<file path="src/verilog/tmb_pkg.sv">
// Shared constants, types and register map of the event timer
package tmb_pkg;

  // ****************************************************************
  // Register indices (byte address is four times the index)
  // ****************************************************************
  localparam int         APB_ADDR_W     = 8;
  localparam int         REG_IDX_W      = 6;
  localparam logic [5:0] IDX_CTRL_A     = 6'h00;
  localparam logic [5:0] IDX_CTRL_TWO   = 6'h01;
  localparam logic [5:0] IDX_EVENT_CTRL = 6'h04;
  localparam logic [5:0] IDX_IRQ_EN     = 6'h05;
  localparam logic [5:0] IDX_IRQ_FLAG   = 6'h06;
  localparam logic [5:0] IDX_RUN_STAT   = 6'h07;
  localparam logic [5:0] IDX_DEBUG      = 6'h08;
  localparam logic [5:0] IDX_LATCH      = 6'h09;
  localparam logic [5:0] IDX_CNT_LO     = 6'h0A;
  localparam logic [5:0] IDX_CNT_HI     = 6'h0B;
  localparam logic [5:0] IDX_CMP_LO     = 6'h0C;
  localparam logic [5:0] IDX_CMP_HI     = 6'h0D;

  // ****************************************************************
  // Field positions and reset values
  // ****************************************************************
  localparam int          BIT_ENABLE    = 0;
  localparam int          BIT_EVENT_EN  = 0;
  localparam int          BIT_EDGE      = 4;
  localparam int          BIT_GRAB_IRQ  = 0;
  localparam int          BIT_RUN       = 0;
  localparam int          BIT_DEBUG_RUN = 0;
  localparam int          MODE_LSB      = 0;
  localparam logic [7:0]  RST_BYTE      = 8'h00;
  localparam logic [15:0] RST_WORD      = 16'h0000;
  localparam logic [31:0] RD_IDLE       = 32'h0000_0000;

  // ****************************************************************
  // Types
  // ****************************************************************
  typedef enum logic [2:0] {
    MODE_PERIODIC  = 3'h0,
    MODE_TIMEOUT   = 3'h1,
    MODE_CAPTURE   = 3'h2,
    MODE_FREQUENCY = 3'h3,
    MODE_WIDTH     = 3'h4,
    MODE_FREQ_WID  = 3'h5,
    MODE_SINGLE    = 3'h6,
    MODE_EIGHT_BIT_PWM_MODE      = 3'h7
  } tmb_mode_t;

  typedef enum logic [1:0] {
    FP_IDLE,
    FP_WIDTH,
    FP_PERIOD,
    FP_DONE
  } tmb_fp_state_t;

  typedef struct packed {
    logic                  psel;
    logic                  penable;
    logic                  pwrite;
    logic [APB_ADDR_W-1:0] paddr;
    logic [31:0]           pwdata;
  } tmb_apb_req_t;

endpackage : tmb_pkg

</file>
<file path="src/verilog/tmb_timer.sv">
// Event-driven 16-bit timer/counter with APB register slave
//
// The APB interface to the registers was decided locally.
`timescale 1ns/10ps
`default_nettype none

// Function
// - With the interrupt enable bit set, raise interrupt request whenever the capture flag is set.
// - Flag clears on write of one, or on compare read in capture modes.
// - Periodic, time-out and single-shot modes flag when counter equals top value.
// - Frequency mode: on selected edge capture counter, restart from zero, set flag.
// - Capture-on-event mode: on event load counter into compare register, set flag.
// - Pulse width: one edge restarts count, opposite edge captures and sets flag.
// - Frequency plus width: flag on second selected edge, where the counter stops.
// - Eight-bit PWM: flag when counter reaches compare low byte, the top value.
// - Read-only run bit shows counter running; writes never set it.
// - Debug-run clear: timer halts in break debug and ignores events.
// - Debug-run set: timer keeps counting and taking events in break debug.
// - One shared byte latch, software readable and writable, serves the counter, and the compare register outside PWM mode.
// - Counter is a byte pair, low byte at base, high byte next; resets zero.
// - Software write to the counter beats internal counting in the same cycle.
// - In capture operation compare register holds counter value at capture moment.
// - In periodic, time-out and single-shot modes compare register is the top.
// - In PWM mode compare bytes are independent: low sets period, high is only stored and read back.
// - Compare register is a byte pair, low byte at base, high next; resets zero.
// - Three-bit mode field selects one of eight operating modes.
// - Capture events are acted on only while event input enable is set.
module tmb_timer (
  input  wire logic                 pclk,
  input  wire logic                 presetn,
  input  wire tmb_pkg::tmb_apb_req_t apb_req,
  output var  logic [31:0]          prdata,
  output var  logic                 pready,
  output var  logic                 pslverr,
  input  wire logic                 event_in,
  input  wire logic                 debug_break,
  output var  logic                 irq
);

  // ****************************************************************
  // Bus decode
  // ****************************************************************
  logic [5:0]  idx;
  logic [7:0]  wb;
  logic        setup_ph;
  logic        done;
  logic        wr;
  logic        rd;
  logic        rd_setup;
  logic [7:0]  rd_byte;
  logic        hit;

  logic                   enable_bit;
  tmb_pkg::tmb_mode_t     mode;
  logic                   edge_bit;
  logic                   event_input_enable;
  logic                   grab_irq_bit;
  logic                   irq_flag;
  logic                   run_bit;
  logic                   run_in_debug_bit;
  logic [7:0]             shared_byte_latch;
  logic [15:0]            counter_value;
  logic [15:0]            compare_top_value;
  logic                   counting;
  tmb_pkg::tmb_fp_state_t fp_state;
  logic                   ev_prev;

  logic                   eight_bit_pwm_mode;
  logic                   grab_irq_bit_mode;
  logic                   halted;
  logic                   tick;
  logic                   ev_ok;
  logic                   pos_e;
  logic                   neg_e;
  logic                   sel_e;
  logic                   opp_e;
  logic                   start_e;
  logic [15:0]            next_cnt;
  logic                   next_counting;
  tmb_pkg::tmb_fp_state_t next_fp;
  logic                   cap;
  logic                   set_flag;
  logic                   clr_flag;

  assign idx      = apb_req.paddr[tmb_pkg::APB_ADDR_W-1:2];
  assign wb       = apb_req.pwdata[7:0];
  assign setup_ph = apb_req.psel & apb_req.penable & ~pready;
  assign done     = apb_req.psel & apb_req.penable & pready;
  assign wr       = done & apb_req.pwrite;
  assign rd       = done & ~apb_req.pwrite;
  assign rd_setup = setup_ph & ~apb_req.pwrite;
  assign eight_bit_pwm_mode     = (mode == tmb_pkg::MODE_EIGHT_BIT_PWM_MODE);
  assign grab_irq_bit_mode = (mode == tmb_pkg::MODE_CAPTURE) | (mode == tmb_pkg::MODE_FREQUENCY) |
                     (mode == tmb_pkg::MODE_WIDTH) | (mode == tmb_pkg::MODE_FREQ_WID);

  always_comb begin
    hit     = 1'b1;
    rd_byte = tmb_pkg::RST_BYTE;
    unique case (idx)
      tmb_pkg::IDX_CTRL_A:     rd_byte[tmb_pkg::BIT_ENABLE] = enable_bit;
      tmb_pkg::IDX_CTRL_TWO:   rd_byte[2:0] = mode;
      tmb_pkg::IDX_EVENT_CTRL: begin
        rd_byte[tmb_pkg::BIT_EDGE]     = edge_bit;
        rd_byte[tmb_pkg::BIT_EVENT_EN] = event_input_enable;
      end
      tmb_pkg::IDX_IRQ_EN:     rd_byte[tmb_pkg::BIT_GRAB_IRQ] = grab_irq_bit;
      tmb_pkg::IDX_IRQ_FLAG:   rd_byte[tmb_pkg::BIT_GRAB_IRQ] = irq_flag;
      tmb_pkg::IDX_RUN_STAT:   rd_byte[tmb_pkg::BIT_RUN] = run_bit;
      tmb_pkg::IDX_DEBUG:      rd_byte[tmb_pkg::BIT_DEBUG_RUN] = run_in_debug_bit;
      tmb_pkg::IDX_LATCH:      rd_byte = shared_byte_latch;
      tmb_pkg::IDX_CNT_LO:     rd_byte = counter_value[7:0];
      tmb_pkg::IDX_CNT_HI:     rd_byte = shared_byte_latch;
      tmb_pkg::IDX_CMP_LO:     rd_byte = compare_top_value[7:0];
      tmb_pkg::IDX_CMP_HI:     rd_byte = eight_bit_pwm_mode ? compare_top_value[15:8]
                                              : shared_byte_latch;
      default:                 hit = 1'b0;
    endcase
  end

  // ****************************************************************
  // APB answer: one wait state, every access
  // ****************************************************************
  always_ff @(posedge pclk or negedge presetn) begin
    if (!presetn) begin
      pready  <= 1'b0;
      pslverr <= 1'b0;
      prdata  <= tmb_pkg::RD_IDLE;
    end else begin
      pready  <= setup_ph;
      pslverr <= setup_ph & ~hit;
      if (rd_setup) begin
        prdata <= {24'h00_0000, rd_byte};
      end else if (!setup_ph) begin
        prdata <= tmb_pkg::RD_IDLE;
      end
    end
  end

  // ****************************************************************
  // Control registers
  // ****************************************************************
  always_ff @(posedge pclk or negedge presetn) begin
    if (!presetn) begin
      enable_bit         <= 1'b0;
      mode               <= tmb_pkg::MODE_PERIODIC;
      edge_bit           <= 1'b0;
      event_input_enable <= 1'b0;
      grab_irq_bit       <= 1'b0;
      run_in_debug_bit   <= 1'b0;
    end else if (wr) begin
      if (idx == tmb_pkg::IDX_CTRL_A) begin
        enable_bit <= wb[tmb_pkg::BIT_ENABLE];
      end
      if (idx == tmb_pkg::IDX_CTRL_TWO) begin
        mode <= tmb_pkg::tmb_mode_t'(wb[2:0]);
      end
      if (idx == tmb_pkg::IDX_EVENT_CTRL) begin
        edge_bit           <= wb[tmb_pkg::BIT_EDGE];
        event_input_enable <= wb[tmb_pkg::BIT_EVENT_EN];
      end
      if (idx == tmb_pkg::IDX_IRQ_EN) begin
        grab_irq_bit <= wb[tmb_pkg::BIT_GRAB_IRQ];
      end
      if (idx == tmb_pkg::IDX_DEBUG) begin
        run_in_debug_bit <= wb[tmb_pkg::BIT_DEBUG_RUN];
      end
    end
  end

  // ****************************************************************
  // Shared byte latch
  // ****************************************************************
  // Latched with the read data so both bytes come from one snapshot
  always_ff @(posedge pclk or negedge presetn) begin
    if (!presetn) begin
      shared_byte_latch <= tmb_pkg::RST_BYTE;
    end else if (wr && (idx == tmb_pkg::IDX_LATCH || idx == tmb_pkg::IDX_CNT_LO ||
                        (idx == tmb_pkg::IDX_CMP_LO && !eight_bit_pwm_mode))) begin
      shared_byte_latch <= wb;
    end else if (rd_setup && idx == tmb_pkg::IDX_CNT_LO) begin
      shared_byte_latch <= counter_value[15:8];
    end else if (rd_setup && idx == tmb_pkg::IDX_CMP_LO && !eight_bit_pwm_mode) begin
      shared_byte_latch <= compare_top_value[15:8];
    end
  end

  // ****************************************************************
  // Event edges and debug halt
  // ****************************************************************
  always_ff @(posedge pclk or negedge presetn) begin
    if (!presetn) begin
      ev_prev <= 1'b0;
    end else begin
      ev_prev <= event_in;
    end
  end

  assign halted  = debug_break & ~run_in_debug_bit;
  assign tick    = enable_bit & ~halted;
  assign ev_ok   = event_input_enable & ~halted;
  assign pos_e   = event_in & ~ev_prev;
  assign neg_e   = ~event_in & ev_prev;
  assign sel_e   = ev_ok & (edge_bit ? neg_e : pos_e);
  assign opp_e   = ev_ok & (edge_bit ? pos_e : neg_e);
  assign start_e = ev_ok & (edge_bit ? (pos_e | neg_e) : pos_e);

  // ****************************************************************
  // Counting engine
  // ****************************************************************
  always_comb begin
    next_cnt      = counter_value;
    next_counting = counting;
    next_fp       = fp_state;
    cap           = 1'b0;
    set_flag      = 1'b0;
    if (tick) begin
      unique case (mode)
        tmb_pkg::MODE_PERIODIC: begin
          next_counting = 1'b1;
          if (counter_value == compare_top_value) begin
            set_flag = 1'b1;
            next_cnt = tmb_pkg::RST_WORD;
          end else begin
            next_cnt = counter_value + 16'h0001;
          end
        end
        tmb_pkg::MODE_TIMEOUT: begin
          if (sel_e) begin
            next_counting = 1'b1;
          end else if (opp_e) begin
            next_counting = 1'b0;
          end
          if (counting) begin
            if (counter_value == compare_top_value) begin
              set_flag = 1'b1;
              next_cnt = tmb_pkg::RST_WORD;
            end else begin
              next_cnt = counter_value + 16'h0001;
            end
          end
        end
        tmb_pkg::MODE_CAPTURE: begin
          next_counting = 1'b1;
          next_cnt      = counter_value + 16'h0001;
          if (sel_e) begin
            cap      = 1'b1;
            set_flag = 1'b1;
          end
        end
        tmb_pkg::MODE_FREQUENCY: begin
          next_counting = 1'b1;
          if (sel_e) begin
            cap      = 1'b1;
            set_flag = 1'b1;
            next_cnt = tmb_pkg::RST_WORD;
          end else begin
            next_cnt = counter_value + 16'h0001;
          end
        end
        tmb_pkg::MODE_WIDTH: begin
          next_counting = 1'b1;
          if (sel_e) begin
            next_cnt = tmb_pkg::RST_WORD;
          end else begin
            next_cnt = counter_value + 16'h0001;
            if (opp_e) begin
              cap      = 1'b1;
              set_flag = 1'b1;
            end
          end
        end
        tmb_pkg::MODE_FREQ_WID: begin
          unique case (fp_state)
            tmb_pkg::FP_IDLE: begin
              next_counting = 1'b0;
              if (sel_e) begin
                next_cnt      = tmb_pkg::RST_WORD;
                next_counting = 1'b1;
                next_fp       = tmb_pkg::FP_WIDTH;
              end
            end
            tmb_pkg::FP_WIDTH: begin
              next_cnt = counter_value + 16'h0001;
              if (opp_e) begin
                cap     = 1'b1;
                next_fp = tmb_pkg::FP_PERIOD;
              end
            end
            tmb_pkg::FP_PERIOD: begin
              if (sel_e) begin
                next_counting = 1'b0;
                set_flag      = 1'b1;
                next_fp       = tmb_pkg::FP_DONE;
              end else begin
                next_cnt = counter_value + 16'h0001;
              end
            end
            tmb_pkg::FP_DONE: begin
              // Rearm only once software has taken the result
              next_counting = 1'b0;
              if (!irq_flag) begin
                next_fp = tmb_pkg::FP_IDLE;
              end
            end
          endcase
        end
        tmb_pkg::MODE_SINGLE: begin
          if (!counting) begin
            if (start_e) begin
              next_counting = 1'b1;
              next_cnt      = tmb_pkg::RST_WORD;
            end
          end else if (counter_value == compare_top_value) begin
            set_flag      = 1'b1;
            next_counting = 1'b0;
          end else begin
            next_cnt = counter_value + 16'h0001;
          end
        end
        tmb_pkg::MODE_EIGHT_BIT_PWM_MODE: begin
          next_counting = 1'b1;
          if (counter_value[7:0] == compare_top_value[7:0]) begin
            set_flag = 1'b1;
            next_cnt = tmb_pkg::RST_WORD;
          end else begin
            next_cnt = {8'h00, counter_value[7:0] + 8'h01};
          end
        end
      endcase
    end
  end

  always_ff @(posedge pclk or negedge presetn) begin
    if (!presetn) begin
      counting <= 1'b0;
      fp_state <= tmb_pkg::FP_IDLE;
      run_bit  <= 1'b0;
    end else begin
      counting <= enable_bit & next_counting;
      fp_state <= (enable_bit && mode == tmb_pkg::MODE_FREQ_WID) ? next_fp : tmb_pkg::FP_IDLE;
      run_bit  <= tick & next_counting;
    end
  end

  always_ff @(posedge pclk or negedge presetn) begin
    if (!presetn) begin
      counter_value <= tmb_pkg::RST_WORD;
    end else if (wr && idx == tmb_pkg::IDX_CNT_HI) begin
      counter_value <= {wb, shared_byte_latch};
    end else begin
      counter_value <= next_cnt;
    end
  end

  // ****************************************************************
  // Compare / capture register
  // ****************************************************************
  always_ff @(posedge pclk or negedge presetn) begin
    if (!presetn) begin
      compare_top_value <= tmb_pkg::RST_WORD;
    end else if (wr && idx == tmb_pkg::IDX_CMP_HI) begin
      if (eight_bit_pwm_mode) begin
        compare_top_value[15:8] <= wb;
      end else begin
        compare_top_value <= {wb, shared_byte_latch};
      end
    end else if (wr && idx == tmb_pkg::IDX_CMP_LO && eight_bit_pwm_mode) begin
      compare_top_value[7:0] <= wb;
    end else if (cap) begin
      compare_top_value <= counter_value;
    end
  end

  // ****************************************************************
  // Capture flag and interrupt request
  // ****************************************************************
  assign clr_flag = (wr && idx == tmb_pkg::IDX_IRQ_FLAG && wb[tmb_pkg::BIT_GRAB_IRQ]) ||
                    (rd && idx == tmb_pkg::IDX_CMP_LO && grab_irq_bit_mode);

  // A new event in the clearing cycle is kept
  always_ff @(posedge pclk or negedge presetn) begin
    if (!presetn) begin
      irq_flag <= 1'b0;
    end else begin
      irq_flag <= set_flag | (irq_flag & ~clr_flag);
    end
  end

  always_ff @(posedge pclk or negedge presetn) begin
    if (!presetn) begin
      irq <= 1'b0;
    end else begin
      irq <= grab_irq_bit & irq_flag;
    end
  end

endmodule : tmb_timer

`default_nettype wire

</file>
<file path="config.mk">
export PLATFORM = sky130hd
export DESIGN_NAME = tmb_timer
export DESIGN_NICKNAME = d
export VERILOG_FILES = /design/src/verilog/tmb_pkg.sv /design/src/verilog/tmb_timer.sv
export SDC_FILE = /design/constraint.sdc
export NUM_CORES = 1
export LEC_CHECK = 0
export ABC_AREA = 0
export ABC_CLOCK_PERIOD_IN_PS = 4400
export BUFFER_PORTS_ARGS = -buffer_cell sky130_fd_sc_hd__buf_2
export CAP_MARGIN = 10
export CORE_MARGIN = 8
export CORE_UTILIZATION = 55
export DETAILED_ROUTE_END_ITERATION = 16
export PLACE_DENSITY = 0.78
export SYNTH_ARGS = -nofsm -noshare
export SYNTH_HDL_FRONTEND = slang
export SYNTH_SLANG_ARGS = --single-unit
</file>
<file path="constraint.sdc">
create_clock -name pclk -period 4.4 [get_ports pclk]
set_clock_uncertainty 0.05 [all_clocks]
set_input_delay 0.44 -clock pclk [delete_from_list [all_inputs] [get_ports pclk]]
set_output_delay 0.44 -clock pclk [all_outputs]
set_load 0.01 [all_outputs]
</file>
==> results.py <==
metrics = {
    "floorplan": {
        "die_w_um": 110,
        "io_pins": 82,
        "die_h_um": 110,
        "rows": 34,
        "initial_core_util_pct": 56.1,
        "fp.coreArea_um2": 8590,
        "dieArea_um2": 12000,
    },
    "global_route": {
        "antenna_found_initial": 0,
        "use_met3_pct": 3.52,
        "grt_pass1_vias": 4055,
        "grt_use_met1_pct": 29.2,
        "grt-ovfl-total": 0,
        "grt_max_degree": 37,
        "grtUsageTotal_pct": 22.0,
        "top_usage_layer": "met2",
        "grt_first_pass_wirelength_mm": 20.7,
        "grt_util_met2_pct": 34.8,
    },
    "logic_synthesis": {
        "yosysSeqAreaShare_pct": 33.7,
        "synthArstFlopShare_pct": 100,
        "ys_types": 65,
        "synth_top_area_cell": "dfrtp_1",
        "yosysMostFrequentCell": "dfrtp_1",
        "ys.flop_type": "dfrtp_1",
        "yosysWarningCount": 0,
        "synth.area.top_cells": "dfrtp_1 (34%), mux2_2 (5.1%), mux2i_1 (4.4%), buf_4 (4.0%), nor2_1 (3.7%)",
        "yosys-top-cells-count": "dfrtp_1 (65), nor2_1 (47), nand2_1 (41)",
        "synth-seq-cells": 65,
        "syn_inst": 548,
        "syn_area_per_cell_um2": 8.80,
        "synth_edf_count": 0,
        "syn_area_um2": 4820,
        "synth_top_cell_area_share_pct": 33.7,
    },
    "sta": {
        "fin_crit_sh_pct": 68.5,
        "setup_viol": 0,
        "rsz0062_at_grt": "false",
        "hold_violations": 0,
        "period_needed_ns": 3.01,
        "finalMaxSlewViolations": 0,
        "tns_ns": 0,
        "whs_ns": 0.126,
        "relSlewSlack_pct": 25.1,
        "worst_pin_slew_ns": 1.12,
        "fmax_mhz": 332,
    },
    "setup_path": {
        "cp_slowest_stage_delay_ns": 0.99,
        "path_buf_inv": 0,
        "r2r_slack_ns": 1.39,
        "crit_fanout": 26,
        "arrival_ns": 3.21,
        "start_kind": "flip-flop",
        "worstPathCellList": "and4_1 > and2_1 > and4b_1 > nor2_1 > o2bb2ai_1 > a221o_1",
        "cp_top_family": "simple AND/OR/NAND/NOR gates",
        "r2r_end": "counter_value[3]",
        "cp_slowest_cell": "and4b_1",
        "rr_worst_depth": 6,
        "regToRegStartpoint": "pready",
        "required_ns": 4.59,
        "critical_path_class": "flip-flop to flip-flop",
        "end_kind": "flip-flop",
    },
    "clocking": {
        "clk_pin_slew_ns": 0.08,
        "postCtsHoldBufs": 0,
        "cts-resized-gates": 0,
        "cts.sinks": 65,
        "cts_setup_buffers": 0,
        "worstSkewPairLatency_ns": 0.36,
        "cts_buffers": 9,
        "cts_root_buf": "clkbuf_8",
        "h-tree-depth": 3,
        "cts_tree": "done",
        "cts_buffer_depth": 2,
    },
    "power_and_ir_drop": {
        "vdd_ir_drop_max_v": 0.000169,
        "p_per_area_nw_per_um2": 283,
        "p_leak_nw": 2.37,
        "total_power_mw": 1.46,
    },
    "finish": {
        "area.growth.synth_to_final_pct": 6.77,
        "drive_above_1_share_pct": 15.3,
        "insertedDiodeCount": 0,
        "nNetsFinal": 607,
    },
    "routing": {
        "vias_per_cell": 6.45,
        "vias": 4287,
        "wl_mm": 13.0,
        "drc": 0,
        "wl_per_cell_um": 19.5,
        "drtIter0Drc": 532,
        "firstDrtPassIters": 5,
        "drt.antenna.violating_nets": 0,
    },
    "placed_design": {
        "gp_congestion": 0.928,
        "place_hpwl_mm": 9.34,
        "port_buffers": 31,
    },
    "flow_run": {
        "maxCapViolCount": 0,
    },
    "min_path": {
        "hold_path_class": "primary input to async pin",
    },
    "status": {
        "status": "finished, final reports clean",
    },
}
## how the worst max path moves through the flow
stage	cells past startpoint	end	startpoint
CTS	6	counter_value[3]	pready
detailed placement	7	counter_value[3]	apb_req[37]
finish	6	counter_value[3]	pready
global route	6	counter_value[3]	pready
global placement	7	compare_top_value[5]	apb_req[36]
floorplan	8	compare_top_value[0]	apb_req[35]
## flip-flops by register name, summed over array words and instances, names as in the netlist
name	cells
event_input_enable	1
counting	1
grab_irq_bit	1
shared_byte_latch	8
prdata	8
edge_bit	1
ev_prev	1
mode	3
irq_flag	1
run_bit	1
run_in_debug_bit	1
enable_bit	1
compare_top_value	16
pslverr	1
irq	1
pready	1
counter_value	16
fp_state	2
## cells by family (layout without fill, tap and decap cells)
| kind of cell | after synthesis | in the layout | synth area share [%] |
|---|---|---|---|
| DFF | 65 | 65 | 33.7 |
| muxes | 45 | 45 | 10.0 |
| AOI/OAI and AO/OA | 137 | 137 | 20.4 |
| xor gates and xnor gates | 20 | 20 | 3.63 |
| buffers and inverters | 85 | 71 | 9.11 |
| adders and majority gates | 8 | 8 | 2.08 |
| other | 1 | 24 | 0.0778 |
| and+or+nand+nor | 187 | 187 | 20.9 |
## cells in the final DEF, fill, tap and decap left out, drive strengths merged, types with 11 or more instances in the layout
master / n
a21oi: 36
a22o: 13
and4: 12
buf: 35
clkbuf: 11
conb: 24
dfrtp: 65
inv: 20
mux2: 24
mux2i: 21
nand2: 41
nand3: 18
nand4: 11
nor2: 47
o21ai: 20
xnor2: 20
## report_power, final
part	internal (mW)	switching [mW]
Sequential	0.610	0.0189
Clock	0.464	0.250
Combinational	0.0384	0.0765
## area by class of cell
class	instances	area, µm²
timing repair buffer	35	185
sequential	65	1630
clock inverter	5	125
tap	108	135
inverter	20	75.1
clock buffer	11	151
multi-input combinational	421	2850
fill	736	3450
## per-stage QoR
step,utilization (%),worst slack (ns),std cells,cell area [µm²]
floorplan,-,1.93,571,4910
global placement,56.7,1.32,649,4870
detailed placement,56.7,1.25,649,4870
CTS,59.9,1.43,665,5150
global route,59.9,1.21,665,5150
finish,59.9,1.39,665,5150
## worst register-to-register path, stage by stage (launching register included)
cell and delay, ns:
dfrtp_1 0.42, and4_1 0.37, and2_1 0.44, and4b_1 0.99, nor2_1 0.15, o2bb2ai_1 0.17, a221o_1 0.33
## metal layers
metal | share of wire, % | wire (µm)
met5 | 0 | 0
met3 | 9.9 | 1290
met2 | 46 | 5950
met1 | 42 | 5430
met4 | 2.3 | 303
No activity file was read; power rests on OpenSTA's default activity.
